<file path="src/inc/hspm_pkg.sv">
// Package: offsets, field positions, reset values for the hot swap and
// power management extension registers.
// Assumes a configuration access port with dword address and byte enables.
package hspm_pkg;

  // Dword-aligned configuration offsets
  localparam logic [7:0] PM_DATA_OFFSET = 8'hE0;
  localparam logic [7:0] HS_OFFSET = 8'hE4;

  // Capability entry constants
  localparam logic [7:0] HOTSWAP_ID_FIELD_VALUE = 8'h06;
  localparam logic [7:0] HS_NEXT_VALUE = 8'h00;

  // Bit positions within the 32-bit dword
  localparam int BUS_PWR_CLK_BIT = 23;
  localparam int CLK_STOP_D3_BIT = 22;
  localparam int INSERT_BIT = 23;
  localparam int EXTRACT_BIT = 22;
  localparam int LED_BIT = 19;
  localparam int ENUM_MASK_BIT = 17;

  // Byte lanes
  localparam int BYTE0_LANE = 0;
  localparam int BYTE2_LANE = 2;

  // Power state encodings
  localparam logic [1:0] PWR_D0 = 2'h0;
  localparam logic [1:0] PWR_D3 = 2'h3;

  // Reset values
  localparam logic RESET_FLAG = 1'b0;
  localparam logic [1:0] RESET_PWR = 2'h0;

  // Secondary clock divider: secondary clock is primary divided by two
  localparam int PRIMARY_CLK_NS = 20;
  localparam int SEC_CLK_NS = 40;
  localparam int SEC_DIV_HALF = SEC_CLK_NS / PRIMARY_CLK_NS / 2;

  // Power states of the block
  typedef enum logic [1:0] {HSPM_D0, HSPM_D3} hspm_pwr_t;

endpackage

</file>
<file path="src/hspm_edge.sv">
// Rising-edge detector for synchronous level inputs.
// Assumes the input is already synchronous to i_clk.
`timescale 1ns/100ps
module hspm_edge (
  // Clock and reset
  input wire logic i_clk,
  input wire logic i_resetn,
  // Level in, pulse out
  input wire logic i_level,
  output logic o_rise
);

  logic prev_q;
  logic prev_d;

  // Next value of the delayed level
  always_comb begin
    prev_d = i_level;
  end

  // Delay register
  always_ff @(posedge i_clk) begin
    if (!i_resetn) begin
      prev_q <= 1'b0;
    end else begin
      prev_q <= prev_d;
    end
  end

  // One-cycle pulse on a rising level
  assign o_rise = i_level & ~prev_q;

endmodule

</file>
<file path="src/hspm_regs.sv">
// Hot swap capability and power management bridge-support registers.
// Assumes single-cycle configuration accesses, inputs synchronous to i_clk.
`timescale 1ns/100ps
module hspm_regs (
  // Clock and reset
  input wire logic i_clk,
  input wire logic i_resetn,
  // Configuration access
  input wire logic i_cfg_rd,
  input wire logic i_cfg_wr,
  input wire logic [7:0] i_cfg_addr,
  input wire logic [3:0] i_cfg_be_n,
  input wire logic [31:0] i_cfg_wdata,
  output logic [31:0] o_cfg_rdata,
  // Board and strap inputs
  input wire logic i_clock_control_strap,
  input wire logic i_handle_closed,
  input wire logic i_extract_req,
  // Indicator, enumeration, secondary clock and power state outputs
  output logic o_enum_n,
  output logic o_led,
  output logic o_sec_clk,
  output logic [1:0] o_power_state_field
);

  ////////////////////////////////////////////////////////////////////////
  // Declarations

  logic insertion_flag_q, insertion_flag_d;
  logic extract_flag_q, extract_flag_d;
  logic led_on_ctl_q, led_on_ctl_d;
  logic enum_mask_q, enum_mask_d;
  hspm_pkg::hspm_pwr_t pwr_q, pwr_d;
  logic armed_q, armed_d;
  logic sec_clk_q, sec_clk_d;
  logic [31:0] rdata_q, rdata_d;
  logic [7:0] bse_byte;
  logic [7:0] csr_byte;
  logic hs_wr, pm_wr, extract_rise;
  logic secondary_clock_stop_in_d3;
  logic bus_power_clock_ctl_en;

  ////////////////////////////////////////////////////////////////////////
  // Decode

  // Writes reach a register only with its byte lane enabled (active low)
  assign hs_wr = i_cfg_wr && (i_cfg_addr == hspm_pkg::HS_OFFSET)
                 && !i_cfg_be_n[hspm_pkg::BYTE2_LANE];
  assign pm_wr = i_cfg_wr && (i_cfg_addr == hspm_pkg::PM_DATA_OFFSET)
                 && !i_cfg_be_n[hspm_pkg::BYTE0_LANE];

  // Strap mirror bits
  assign bus_power_clock_ctl_en = i_clock_control_strap;
  assign secondary_clock_stop_in_d3 = i_clock_control_strap;

  // Edge of the board removal request
  hspm_edge u_extract_edge (
    .i_clk(i_clk),
    .i_resetn(i_resetn),
    .i_level(i_extract_req),
    .o_rise(extract_rise)
  );

  ////////////////////////////////////////////////////////////////////////
  // Hot swap control and status

  // Flags: hardware set beats software write-one-clear
  always_comb begin
    insertion_flag_d = insertion_flag_q;
    extract_flag_d = extract_flag_q;
    led_on_ctl_d = led_on_ctl_q;
    enum_mask_d = enum_mask_q;
    armed_d = armed_q;
    if (hs_wr && i_cfg_wdata[hspm_pkg::INSERT_BIT]) begin
      insertion_flag_d = 1'b0;
    end
    if (hs_wr && i_cfg_wdata[hspm_pkg::EXTRACT_BIT]) begin
      extract_flag_d = 1'b0;
    end
    if (hs_wr) begin
      led_on_ctl_d = i_cfg_wdata[hspm_pkg::LED_BIT];
      enum_mask_d = i_cfg_wdata[hspm_pkg::ENUM_MASK_BIT];
    end
    // Reset released and handle closed: raise insertion once
    if (!armed_q && i_handle_closed) begin
      insertion_flag_d = 1'b1;
      armed_d = 1'b1;
    end
    if (!i_handle_closed) begin
      armed_d = 1'b0;
    end
    if (extract_rise) begin
      extract_flag_d = 1'b1;
    end
  end

  // Status registers
  always_ff @(posedge i_clk) begin
    if (!i_resetn) begin
      insertion_flag_q <= hspm_pkg::RESET_FLAG;
      extract_flag_q <= hspm_pkg::RESET_FLAG;
      led_on_ctl_q <= hspm_pkg::RESET_FLAG;
      enum_mask_q <= hspm_pkg::RESET_FLAG;
      armed_q <= 1'b0;
    end else begin
      insertion_flag_q <= insertion_flag_d;
      extract_flag_q <= extract_flag_d;
      led_on_ctl_q <= led_on_ctl_d;
      enum_mask_q <= enum_mask_d;
      armed_q <= armed_d;
    end
  end

  // Enumeration and LED outputs
  assign o_enum_n = ~((insertion_flag_q | extract_flag_q)
                      & ~enum_mask_q);
  assign o_led = led_on_ctl_q;

  ////////////////////////////////////////////////////////////////////////
  // Power state

  // Unimplemented states leave the field unchanged
  always_comb begin
    pwr_d = pwr_q;
    if (pm_wr) begin
      unique case (i_cfg_wdata[1:0])
        hspm_pkg::PWR_D0: pwr_d = hspm_pkg::HSPM_D0;
        hspm_pkg::PWR_D3: pwr_d = hspm_pkg::HSPM_D3;
        default: pwr_d = pwr_q;
      endcase
    end
  end

  // Power state register
  always_ff @(posedge i_clk) begin
    if (!i_resetn) begin
      pwr_q <= hspm_pkg::HSPM_D0;
    end else begin
      pwr_q <= pwr_d;
    end
  end

  assign o_power_state_field = (pwr_q == hspm_pkg::HSPM_D3) ?
                               hspm_pkg::PWR_D3 : hspm_pkg::PWR_D0;

  ////////////////////////////////////////////////////////////////////////
  // Secondary clock

  // Primary clock divided by two; held low in D3 when strap stops it
  always_comb begin
    sec_clk_d = ~sec_clk_q;
    if (secondary_clock_stop_in_d3 && pwr_q == hspm_pkg::HSPM_D3) begin
      sec_clk_d = 1'b0;
    end
  end

  // Divider register
  always_ff @(posedge i_clk) begin
    if (!i_resetn) begin
      sec_clk_q <= 1'b0;
    end else begin
      sec_clk_q <= sec_clk_d;
    end
  end

  assign o_sec_clk = sec_clk_q;

  ////////////////////////////////////////////////////////////////////////
  // Read path

  // Byte images of the composite registers
  assign bse_byte = {bus_power_clock_ctl_en, secondary_clock_stop_in_d3,
                     6'h00};
  assign csr_byte = {insertion_flag_q, extract_flag_q, 2'h0, led_on_ctl_q,
                     1'b0, enum_mask_q, 1'b0};

  // Registered read data, unmapped offsets read zero
  always_comb begin
    rdata_d = 32'h0000_0000;
    if (i_cfg_rd) begin
      unique case (i_cfg_addr)
        hspm_pkg::PM_DATA_OFFSET: begin
          rdata_d = {8'h00, bse_byte, 14'h0000, o_power_state_field};
        end
        hspm_pkg::HS_OFFSET: begin
          rdata_d = {8'h00, csr_byte, hspm_pkg::HS_NEXT_VALUE,
                     hspm_pkg::HOTSWAP_ID_FIELD_VALUE};
        end
        default: rdata_d = 32'h0000_0000;
      endcase
    end
  end

  // Read data register
  always_ff @(posedge i_clk) begin
    if (!i_resetn) begin
      rdata_q <= 32'h0000_0000;
    end else begin
      rdata_q <= rdata_d;
    end
  end

  assign o_cfg_rdata = rdata_q;

  ////////////////////////////////////////////////////////////////////////
  // Assertions

  property p_strap_mirror;
    @(posedge i_clk) disable iff (!i_resetn)
      i_cfg_rd && i_cfg_addr == hspm_pkg::PM_DATA_OFFSET |=>
        o_cfg_rdata[23:22] == {2{$past(i_clock_control_strap)}};
  endproperty
  a_strap_mirror: assert property (p_strap_mirror)
    else $error("strap mirror bits wrong");

  property p_clock_stopped;
    @(posedge i_clk) disable iff (!i_resetn)
      i_clock_control_strap && pwr_q == hspm_pkg::HSPM_D3 |=> !o_sec_clk;
  endproperty
  a_clock_stopped: assert property (p_clock_stopped)
    else $error("secondary clock runs in D3");

  property p_clock_runs;
    @(posedge i_clk) disable iff (!i_resetn)
      !i_clock_control_strap && $past(i_resetn) |=>
        o_sec_clk != $past(o_sec_clk);
  endproperty
  a_clock_runs: assert property (p_clock_runs)
    else $error("secondary clock not toggling");

  property p_reserved_zero;
    @(posedge i_clk) disable iff (!i_resetn)
      i_cfg_rd && i_cfg_addr == hspm_pkg::PM_DATA_OFFSET |=>
        o_cfg_rdata[21:16] == 6'h00;
  endproperty
  a_reserved_zero: assert property (p_reserved_zero)
    else $error("reserved support bits set");

  property p_cap_words;
    @(posedge i_clk) disable iff (!i_resetn)
      i_cfg_rd && i_cfg_addr == hspm_pkg::HS_OFFSET |=>
        o_cfg_rdata[15:0] == 16'h0006 && o_cfg_rdata[21:20] == 2'h0
        && o_cfg_rdata[18] == 1'b0 && o_cfg_rdata[16] == 1'b0;
  endproperty
  a_cap_words: assert property (p_cap_words)
    else $error("capability header or status zeros wrong");

  property p_insert_cause;
    @(posedge i_clk) disable iff (!i_resetn)
      $rose(insertion_flag_q) |-> $past(i_handle_closed);
  endproperty
  a_insert_cause: assert property (p_insert_cause)
    else $error("insertion set without closed handle");

  property p_enum_out;
    @(posedge i_clk) disable iff (!i_resetn)
      o_enum_n == !((insertion_flag_q || extract_flag_q) && !enum_mask_q);
  endproperty
  a_enum_out: assert property (p_enum_out)
    else $error("enumeration output mismatch");

  property p_extract_set;
    @(posedge i_clk) disable iff (!i_resetn)
      $rose(i_extract_req) |=> extract_flag_q;
  endproperty
  a_extract_set: assert property (p_extract_set)
    else $error("extraction flag not set");

  property p_led_write;
    @(posedge i_clk) disable iff (!i_resetn)
      hs_wr |=> o_led == $past(i_cfg_wdata[19]);
  endproperty
  a_led_write: assert property (p_led_write)
    else $error("LED did not follow write");

  property p_pwr_code;
    @(posedge i_clk) disable iff (!i_resetn)
      o_power_state_field == 2'h0 || o_power_state_field == 2'h3;
  endproperty
  a_pwr_code: assert property (p_pwr_code)
    else $error("illegal power state code");

  c_insert: cover property (@(posedge i_clk) $rose(insertion_flag_q));
  c_extract_clear: cover property (@(posedge i_clk)
    extract_flag_q ##1 !extract_flag_q);
  c_masked: cover property (@(posedge i_clk) enum_mask_q && extract_flag_q);
  c_d3_stop: cover property (@(posedge i_clk)
    i_clock_control_strap && pwr_q == hspm_pkg::HSPM_D3);

endmodule

</file>
<file path="config.mk">
export PLATFORM = sky130hd
export DESIGN_NAME = hspm_regs
export DESIGN_NICKNAME = d
export VERILOG_FILES = /design/src/inc/hspm_pkg.sv /design/src/hspm_edge.sv /design/src/hspm_regs.sv
export SDC_FILE = /design/constraint.sdc
export NUM_CORES = 1
export LEC_CHECK = 0
export ABC_AREA = 1
export BUFFER_PORTS_ARGS = -buffer_cell sky130_fd_sc_hd__buf_2
export CAP_MARGIN = 20
export CORE_MARGIN = 10
export CORE_UTILIZATION = 38
export DETAILED_ROUTE_END_ITERATION = 8
export PLACE_DENSITY = 0.85
export SYNTH_ARGS = -nofsm -noshare
export SYNTH_HDL_FRONTEND = slang
export SYNTH_SLANG_ARGS = --single-unit
</file>
<file path="constraint.sdc">
create_clock -name i_clk -period 2.6 [get_ports i_clk]
set_clock_uncertainty 0.15 [all_clocks]
set_input_delay 0.39 -clock i_clk [delete_from_list [all_inputs] [get_ports i_clk]]
set_output_delay 0.39 -clock i_clk [all_outputs]
set_load 0.01 [all_outputs]
</file>
==> load_flow_metrics.sql, run 1 <==
INSERT INTO impl_metrics (metric_group, metric, value, unit) VALUES
('logic_synthesis', 'yosysSeqAreaShare', '34.4', '%'),
('critical_path', 'path_cells', 'o21ai_0 > buf_2', ''),
('detailed_routing', 'detail_route.first_pass.iterations', '4', ''),
('floorplan', 'fp.dieW', '67.9', 'µm'),
('floorplan', 'die_area', '0.00461', 'mm²'),
('detailed_routing', 'totalWireLength', '1.84', 'mm'),
('clock_tree', 'h_tree_levels', '1', ''),
('floorplan', 'io_pins', '88', ''),
('clock_tree', 'cts-root-buf', 'clkbuf_4', ''),
('detailed_routing', 'postRouteAntennaNets', '0', ''),
('timing', 'setup_repair_after_global_routing_missed_its_margin', 'false', ''),
('detailed_routing', 'routedWlPerCell', '9.95', 'µm'),
('logic_synthesis', 'yosys_warnings', '0', ''),
('clock_tree', 'cts_hold_repair.buffers', '0', ''),
('global_routing', 'grt_use_met2', '12.7', '%'),
('clock_tree', 'cts_repair_resize_count', '0', ''),
('critical_path', 'slowest_stage', 'dfxtp_1', ''),
('clock_tree', 'clock_insertion_delay_worst_skew', '280', 'ps'),
('timing', 'finalMaxSlewViolations', '0', ''),
('global_routing', 'grt.met3_usage', '2.61', '%'),
('logic_synthesis', 'yosys_register_bits', '15', ''),
('timing', 'final.setup.tns', '0', 'ps'),
('detailed_routing', 'post-route-drc-count', '0', ''),
('global_routing', 'gr-usage-met1', '7.76', '%'),
('timing', 'finalCriticalPeriod', '1450', 'ps'),
('place', 'place.port_buffers', '34', ''),
('clock_tree', 'post-cts-setup-buffers', '0', ''),
('floorplan', 'std_cell_rows', '17', ''),
('timing', 'final.period_utilization', '55.6', '%'),
('final_layout', 'post_route_cells_drive_above_1_share', '31.2', '%'),
('clock_tree', 'cts_num_sinks', '15', ''),
('critical_path', 'worst_setup_path_start_kind', 'flop', ''),
('clock_tree', 'clk_path_buf_depth', '2', ''),
('global_routing', 'grt_pass1_wl', '2.70', 'mm'),
('floorplan', 'initial_cell_density_of_the_core', '39.8', '%'),
('clock_tree', 'cts_tree', 'yes', ''),
('critical_path', 'required', '2060', 'ps'),
('floorplan', 'placeableCoreArea', '0.00219', 'mm²'),
('critical_path', 'sort_of_element_at_the_end_of_the_critical_path', 'output pin', ''),
('final_layout', 'layout.core_utilization', '45.1', '%'),
('critical_path', 'critical_path.max_stage_delay', '330', 'ps'),
('global_routing', 'via_count_of_the_first_global_routing_pass', '685', ''),
('logic_synthesis', 'average_size_of_a_mapped_cell', '7.15', 'µm²'),
('global_routing', 'busiest_layer', 'met2', ''),
('critical_path', 'critical_path.max_fanout', '3', ''),
('clock_tree', 'cts.reportedPaths.clkPinSlew', '80', 'ps'),
('final_layout', 'fin_nets', '210', ''),
('place', 'detailedPlacementHpwl', '1.64', 'mm'),
('timing', 'fmax', '691', 'MHz'),
('run_status', 'run_status', 'complete, no violations', ''),
('power_and_ir_drop', 'power.ir.vdd_worst', '188', 'µV'),
('floorplan', 'die_y', '67.9', 'µm'),
('hold_path', 'hold_class', 'input pin to flop', ''),
('detailed_routing', 'drtIter0Drc', '9', ''),
('job', 'cap_viol_max_count', '0', ''),
('timing', 'report.final.hold_viol_count', '0', ''),
('critical_path', 'arrival', '910', 'ps'),
('logic_synthesis', 'synth.lib_cells_used.distinct', '18', ''),
('place', 'gp_congestion', '0.727', ''),
('final_layout', 'mostFrequentLayoutCell', 'buf_2', ''),
('final_layout', 'num_antenna_cells', '0', ''),
('clock_tree', 'tritoncts.num_buffers', '3', ''),
('critical_path', 'criticalPathCategory', 'flop to output pin', ''),
('final_layout', 'area_delta_synth_final', '13.2', '%'),
('detailed_routing', 'drt-vias-per-instance', '3.78', ''),
('global_routing', 'maximum_number_of_pins_on_one_net_before_global_route_repair', '10', ''),
('logic_synthesis', 'synth_instances', '122', ''),
('detailed_routing', 'detailroute.via_count', '699', ''),
('global_routing', 'grt_antenna_before_repair', '0', ''),
('power_and_ir_drop', 'static_power_due_to_leakage', '0.604', 'nW'),
('logic_synthesis', 'area_of_the_mapped_netlist', '872', 'µm²'),
('final_layout', 'commonest_cells_after_routing_fill_and_taps_aside', 'buf_2, nand2_1, conb_1', ''),
('global_routing', 'grt-ovfl-total', '0', ''),
('power_and_ir_drop', 'power_per_cell_area', '439', 'mW/mm²'),
('global_routing', 'gr-usage-all-layers', '7.55', '%'),
('timing', 'setup_violations', '0', '');
[flip-flops by register name (all words and copies together), names as in the netlist]
name                   flops
armed_q                    1
enum_mask_q                1
extract_flag_q             1
insertion_flag_q           1
o_cfg_rdata                7
o_led                      1
o_sec_clk                  1
pwr_q                      1
u_extract_edge.prev_q      1
[layout make-up]
class,instances,area (µm²)
tap,28,35.0
inverter,21,78.8
timing repair buffer,34,170
fill,253,1200
clock buffer,4,26.3
sequential,15,300
multi-input combinational,83,377
[stage by stage]
| step | instances | worst slack [ps] | power (mW) | hold WS (ps) | instance area, µm² |
|---|---|---|---|---|---|
| after floorplan | 146 | 1310 | 0.313 | 280 | 962 |
| after global placement | 181 | 1170 | 0.307 | 244 | 961 |
| after detailed placement | 181 | 1140 | 0.309 | 249 | 961 |
| after CTS | 185 | 1140 | 0.437 | 145 | 987 |
| after global routing | 185 | 1080 | 0.456 | 164 | 987 |
| final | 185 | 1150 | 0.434 | 152 | 987 |
[power by group]
part	internal, mW	total [mW]	switching [mW]
combinational	0.0231	0.0670	0.0439
sequential	0.235	0.238	0.00289
clock	0.0595	0.128	0.0688
[layer usage]
| layer | part of all wire, % | wire length (µm) |
|---|---|---|
| met5 | 0 | 0 |
| met4 | 0.81 | 15 |
| met3 | 12 | 216 |
| met2 | 49 | 911 |
| met1 | 38 | 698 |
[final timing paths]
check / startpoint / to / slack (ps) / cells after the start
worst max-delay path: extract_flag_q / o_enum_n / 1150 / 2
worst min-delay path: i_handle_closed / armed_q / 150 / 3
worst max register to register: pwr_q[0] / pwr_q[0] / 1770 / 4
worst min register to register: o_sec_clk / o_sec_clk / 260 / 1
[logic make-up after synthesis]
family | synth area share, %
simple gates | 29.8
fa+ha+maj | 1.43
compound gates | 1.15
other cells | 0.430
flops | 34.4
buf+inv | 32.7
[cell usage after synthesis]
master,number,area [µm²]
nor2_4,2,22.5
inv_2,3,11.3
or2_0,2,12.5
nand2_2,3,18.8
conb_1,1,3.75
buf_6,1,11.3
o21ai_0,1,5.00
nor2_2,2,12.5
dfxtp_1,15,300
nand4_1,2,12.5
nor2_1,13,48.8
nand3_1,3,15.0
nand3_2,2,20.0
o21ai_1,1,5.00
buf_4,26,195
inv_1,18,67.6
ha_1,1,12.5
nand2_1,26,97.6
[worst max-delay path: cells and delay by family, from the launching register on]
kind            cells  cell delay [ps]
buf+inv             1              150
compound gates      1              150
flops               1              330
No activity file was read; power rests on OpenSTA's default activity.
==> run 2: changes to the inputs <==
--- a/config.mk
+++ b/config.mk
@@ -9,9 +9,9 @@
 export BUFFER_PORTS_ARGS = -buffer_cell sky130_fd_sc_hd__buf_2
 export CAP_MARGIN = 20
 export CORE_MARGIN = 10
-export CORE_UTILIZATION = 38
+export CORE_UTILIZATION = 35
 export DETAILED_ROUTE_END_ITERATION = 8
-export PLACE_DENSITY = 0.85
+export PLACE_DENSITY = 0.79
 export SYNTH_ARGS = -nofsm -noshare
 export SYNTH_HDL_FRONTEND = slang
 export SYNTH_SLANG_ARGS = --single-unit
==> constraint.sdc (replaced) <==
create_clock -name i_clk -period 1.5 [get_ports i_clk]
set_clock_uncertainty 0.15 [all_clocks]
set_input_delay 0.225 -clock i_clk [delete_from_list [all_inputs] [get_ports i_clk]]
set_output_delay 0.225 -clock i_clk [all_outputs]
set_load 0.01 [all_outputs]
==> run 2 against run 1 <==
Die area grew 6.0%; via count is 2.1% higher; clock power grew 81%; largest cell class unchanged; highest routed layer unchanged.
==> load_flow_metrics.sql, run 2 (synthesis results as in run 1) <==
INSERT INTO impl_metrics (metric_group, metric, value, unit) VALUES
('global_routing', 'gr-usage-all-layers', '7.55', '%'),
('floorplan', 'placeableCoreArea', '0.00243', 'mm²'),
('clock_tree', 'cts-root-buf', 'clkbuf_4', ''),
('detailed_routing', 'detailroute.via_count', '714', ''),
('critical_path', 'timing.rr.start', 'pwr_q[0]', ''),
('detailed_routing', 'highest-signal-layer', 'met4', ''),
('power_and_ir_drop', 'clock_power_share', '30.2', '%'),
('floorplan', 'io_pins', '88', ''),
('timing', 'final.period_utilization', '87.8', '%'),
('place', 'detailedPlacementHpwl', '1.66', 'mm'),
('timing', 'finalMaxSlewViolations', '0', ''),
('critical_path', 'required', '1120', 'ps'),
('run_status', 'run_status', 'complete, no violations', ''),
('critical_path', 'r2r_end', 'pwr_q[0]', ''),
('final_layout', 'area_delta_synth_final', '17.1', '%'),
('global_routing', 'grt_pass1_wl', '3.08', 'mm'),
('critical_path', 'sort_of_element_at_the_end_of_the_critical_path', 'output pin', ''),
('timing', 'finalCriticalPeriod', '1320', 'ps'),
('final_layout', 'post_route_cells_drive_above_1_share', '31.3', '%'),
('detailed_routing', 'drt-vias-per-instance', '3.76', ''),
('detailed_routing', 'drtIter0Drc', '18', ''),
('critical_path', 'ff2ff_setup_slack', '680', 'ps'),
('power_and_ir_drop', 'static_power_due_to_leakage', '0.619', 'nW'),
('critical_path', 'path_delay_family', 'flip-flops', ''),
('clock_tree', 'tritoncts.num_buffers', '3', ''),
('global_routing', 'maximum_number_of_pins_on_one_net_before_global_route_repair', '10', ''),
('global_routing', 'via_count_of_the_first_global_routing_pass', '717', ''),
('final_layout', 'mostFrequentLayoutCell', 'buf_2', ''),
('floorplan', 'die_area', '0.00489', 'mm²'),
('detailed_routing', 'wl_met1', '738', 'µm'),
('final_layout', 'fin_nets', '213', ''),
('hold_path', 'hold_path_end', 'enum_mask_q', ''),
('detailed_routing', 'post-route-drc-count', '0', ''),
('power_and_ir_drop', 'power_per_cell_area', '751', 'mW/mm²'),
('clock_tree', 'cts_tree', 'yes', ''),
('floorplan', 'std_cell_rows', '18', ''),
('hold_path', 'hold_class', 'input pin to flop', ''),
('critical_path', 'path_cells', 'o21ai_0 > buf_2', ''),
('floorplan', 'fp.dieW', '69.9', 'µm'),
('clock_tree', 'h_tree_levels', '1', ''),
('critical_path', 'worst_setup_path_start_kind', 'flop', ''),
('final_layout', 'fill_cells', '277', ''),
('timing', 'setup_repair_after_global_routing_missed_its_margin', 'false', ''),
('global_routing', 'grt_antenna_before_repair', '0', ''),
('final_layout', 'multiInputGateArea', '377', 'µm²'),
('detailed_routing', 'postRouteAntennaNets', '0', ''),
('clock_tree', 'clock_insertion_delay_worst_skew', '290', 'ps'),
('global_routing', 'grt-ovfl-total', '0', ''),
('power_and_ir_drop', 'power.ir.vdd_worst', '495', 'µV'),
('place', 'place.port_buffers', '34', ''),
('critical_path', 'r2r_cells', '4', ''),
('detailed_routing', 'totalWireLength', '1.89', 'mm'),
('timing', 'setup_violations', '0', ''),
('power_and_ir_drop', 'power_switching_share', '27.9', '%'),
('hold_path', 'min_delay_path_depth', '3', ''),
('hold_path', 'hp-start', 'i_cfg_wdata[17]', ''),
('critical_path', 'critical_path.max_fanout', '3', ''),
('clock_tree', 'clk_path_buf_depth', '2', ''),
('critical_path', 'critical_path_buf_inv_count', '1', ''),
('detailed_routing', 'wl_met3', '188', 'µm'),
('clock_tree', 'cts_num_sinks', '15', ''),
('floorplan', 'initial_cell_density_of_the_core', '35.9', '%'),
('timing', 'final.setup.tns', '0', 'ps'),
('place', 'gp_congestion', '0.725', ''),
('power_and_ir_drop', 'net_switching', '214', 'µW'),
('final_layout', 'num_antenna_cells', '0', ''),
('power_and_ir_drop', 'p_int', '553', 'µW'),
('power_and_ir_drop', 'comb_power_share', '15.9', '%'),
('timing', 'report.final.hold_viol_count', '0', ''),
('clock_tree', 'cts.reportedPaths.clkPinSlew', '90', 'ps'),
('critical_path', 'arrival', '940', 'ps'),
('job', 'cap_viol_max_count', '0', ''),
('detailed_routing', 'routed-wl-met2', '923', 'µm'),
('floorplan', 'die_y', '69.9', 'µm'),
('final_layout', 'commonest_cells_after_routing_fill_and_taps_aside', 'buf_2, nand2_1, conb_1', ''),
('detailed_routing', 'routedWlPerCell', '9.93', 'µm'),
('power_and_ir_drop', 'seq_power_share', '53.9', '%'),
('critical_path', 'criticalPathCategory', 'flop to output pin', ''),
('final_layout', 'final-seq-area', '300', 'µm²'),
('final_layout', 'largest_register_ff_count', '7', ''),
('place', 'numPlacedInstances', '183', ''),
('detailed_routing', 'detail_route.first_pass.iterations', '4', ''),
('timing', 'fmax', '759', 'MHz'),
('critical_path', 'critical_path.max_stage_delay', '330', 'ps'),
('clock_tree', 'post-cts-setup-buffers', '0', ''),
('final_layout', 'layout.cells.non_filler', '190', ''),
('critical_path', 'slowest_stage', 'dfxtp_1', '');
[run 2: cell types whose count changed in the layout (fill, tap and decap cells not counted)]
| cell | previous run | this run |
|---|---|---|
| dlygate4sd3_1 | 0 | 3 |
| clkbuf_1 | 1 | 0 |
| clkinv_2 | 0 | 1 |
[run 2: power groups by stage]
stage | combinational [mW] | sequential [mW] | clock (mW)
CTS | 0.120 | 0.413 | 0.240
floorplan | 0.120 | 0.423 | 0
finish | 0.122 | 0.413 | 0.232
global route | 0.139 | 0.415 | 0.252
detailed placement | 0.114 | 0.423 | 0
global placement | 0.112 | 0.422 | 0
[run 2: what timing repair did]
item,CTS,global route
endpoints found under the hold margin,3,0
resized for setup,0,0
endpoints found under the setup margin,0,0
hold buffers,3,0
[run 2: worst max path at each step]
stage                           to      startpoint  cells past startpoint
after floorplan           pwr_q[0]  i_cfg_wdata[0]                      8
after global placement    pwr_q[0]  i_cfg_wdata[0]                      9
after detailed placement  pwr_q[0]  i_cfg_wdata[0]                      9
after CTS                 o_enum_n  extract_flag_q                      2
after global routing      o_enum_n  extract_flag_q                      2
final                     o_enum_n  extract_flag_q                      2
[run 2: final cells by class]
type,instances,share of cell area [%]
Multi-Input combinational cell,83,36.9
Sequential cell,15,29.4
Timing Repair Buffer,37,19.6
Inverter,21,7.72
Tap cell,30,3.68
Clock buffer,3,2.21
Clock inverter,1,0.490
[run 2: tightest hold or removal path: stages]
cell    delay, ps
buf_2          70
nor2_1         30
nor2_1         80
[run 2: metrics by stage]
stage          total power [mW]  util, %  hold WS (ps)  cell area, µm²  worst slack [ps]
6_report                  0.767     42.0          8.27            1020               183
5_1_grt                   0.806     42.0          20.3            1020               122
4_1_cts                   0.773     42.0          5.04            1020               152
3_5_place_dp              0.537     39.6           268             963               202
3_3_place_gp              0.534     39.6           244             963               218
2_1_floorplan             0.543        -           180             962               373
[run 2: layer usage]
layer | vias to the layer above | track usage (%)
met5 | - | 0
met4 | 0 | 3.95
met3 | 5 | 3.53
met2 | 33 | 12.9
met1 | 295 | 7.45
li1 | 381 | -
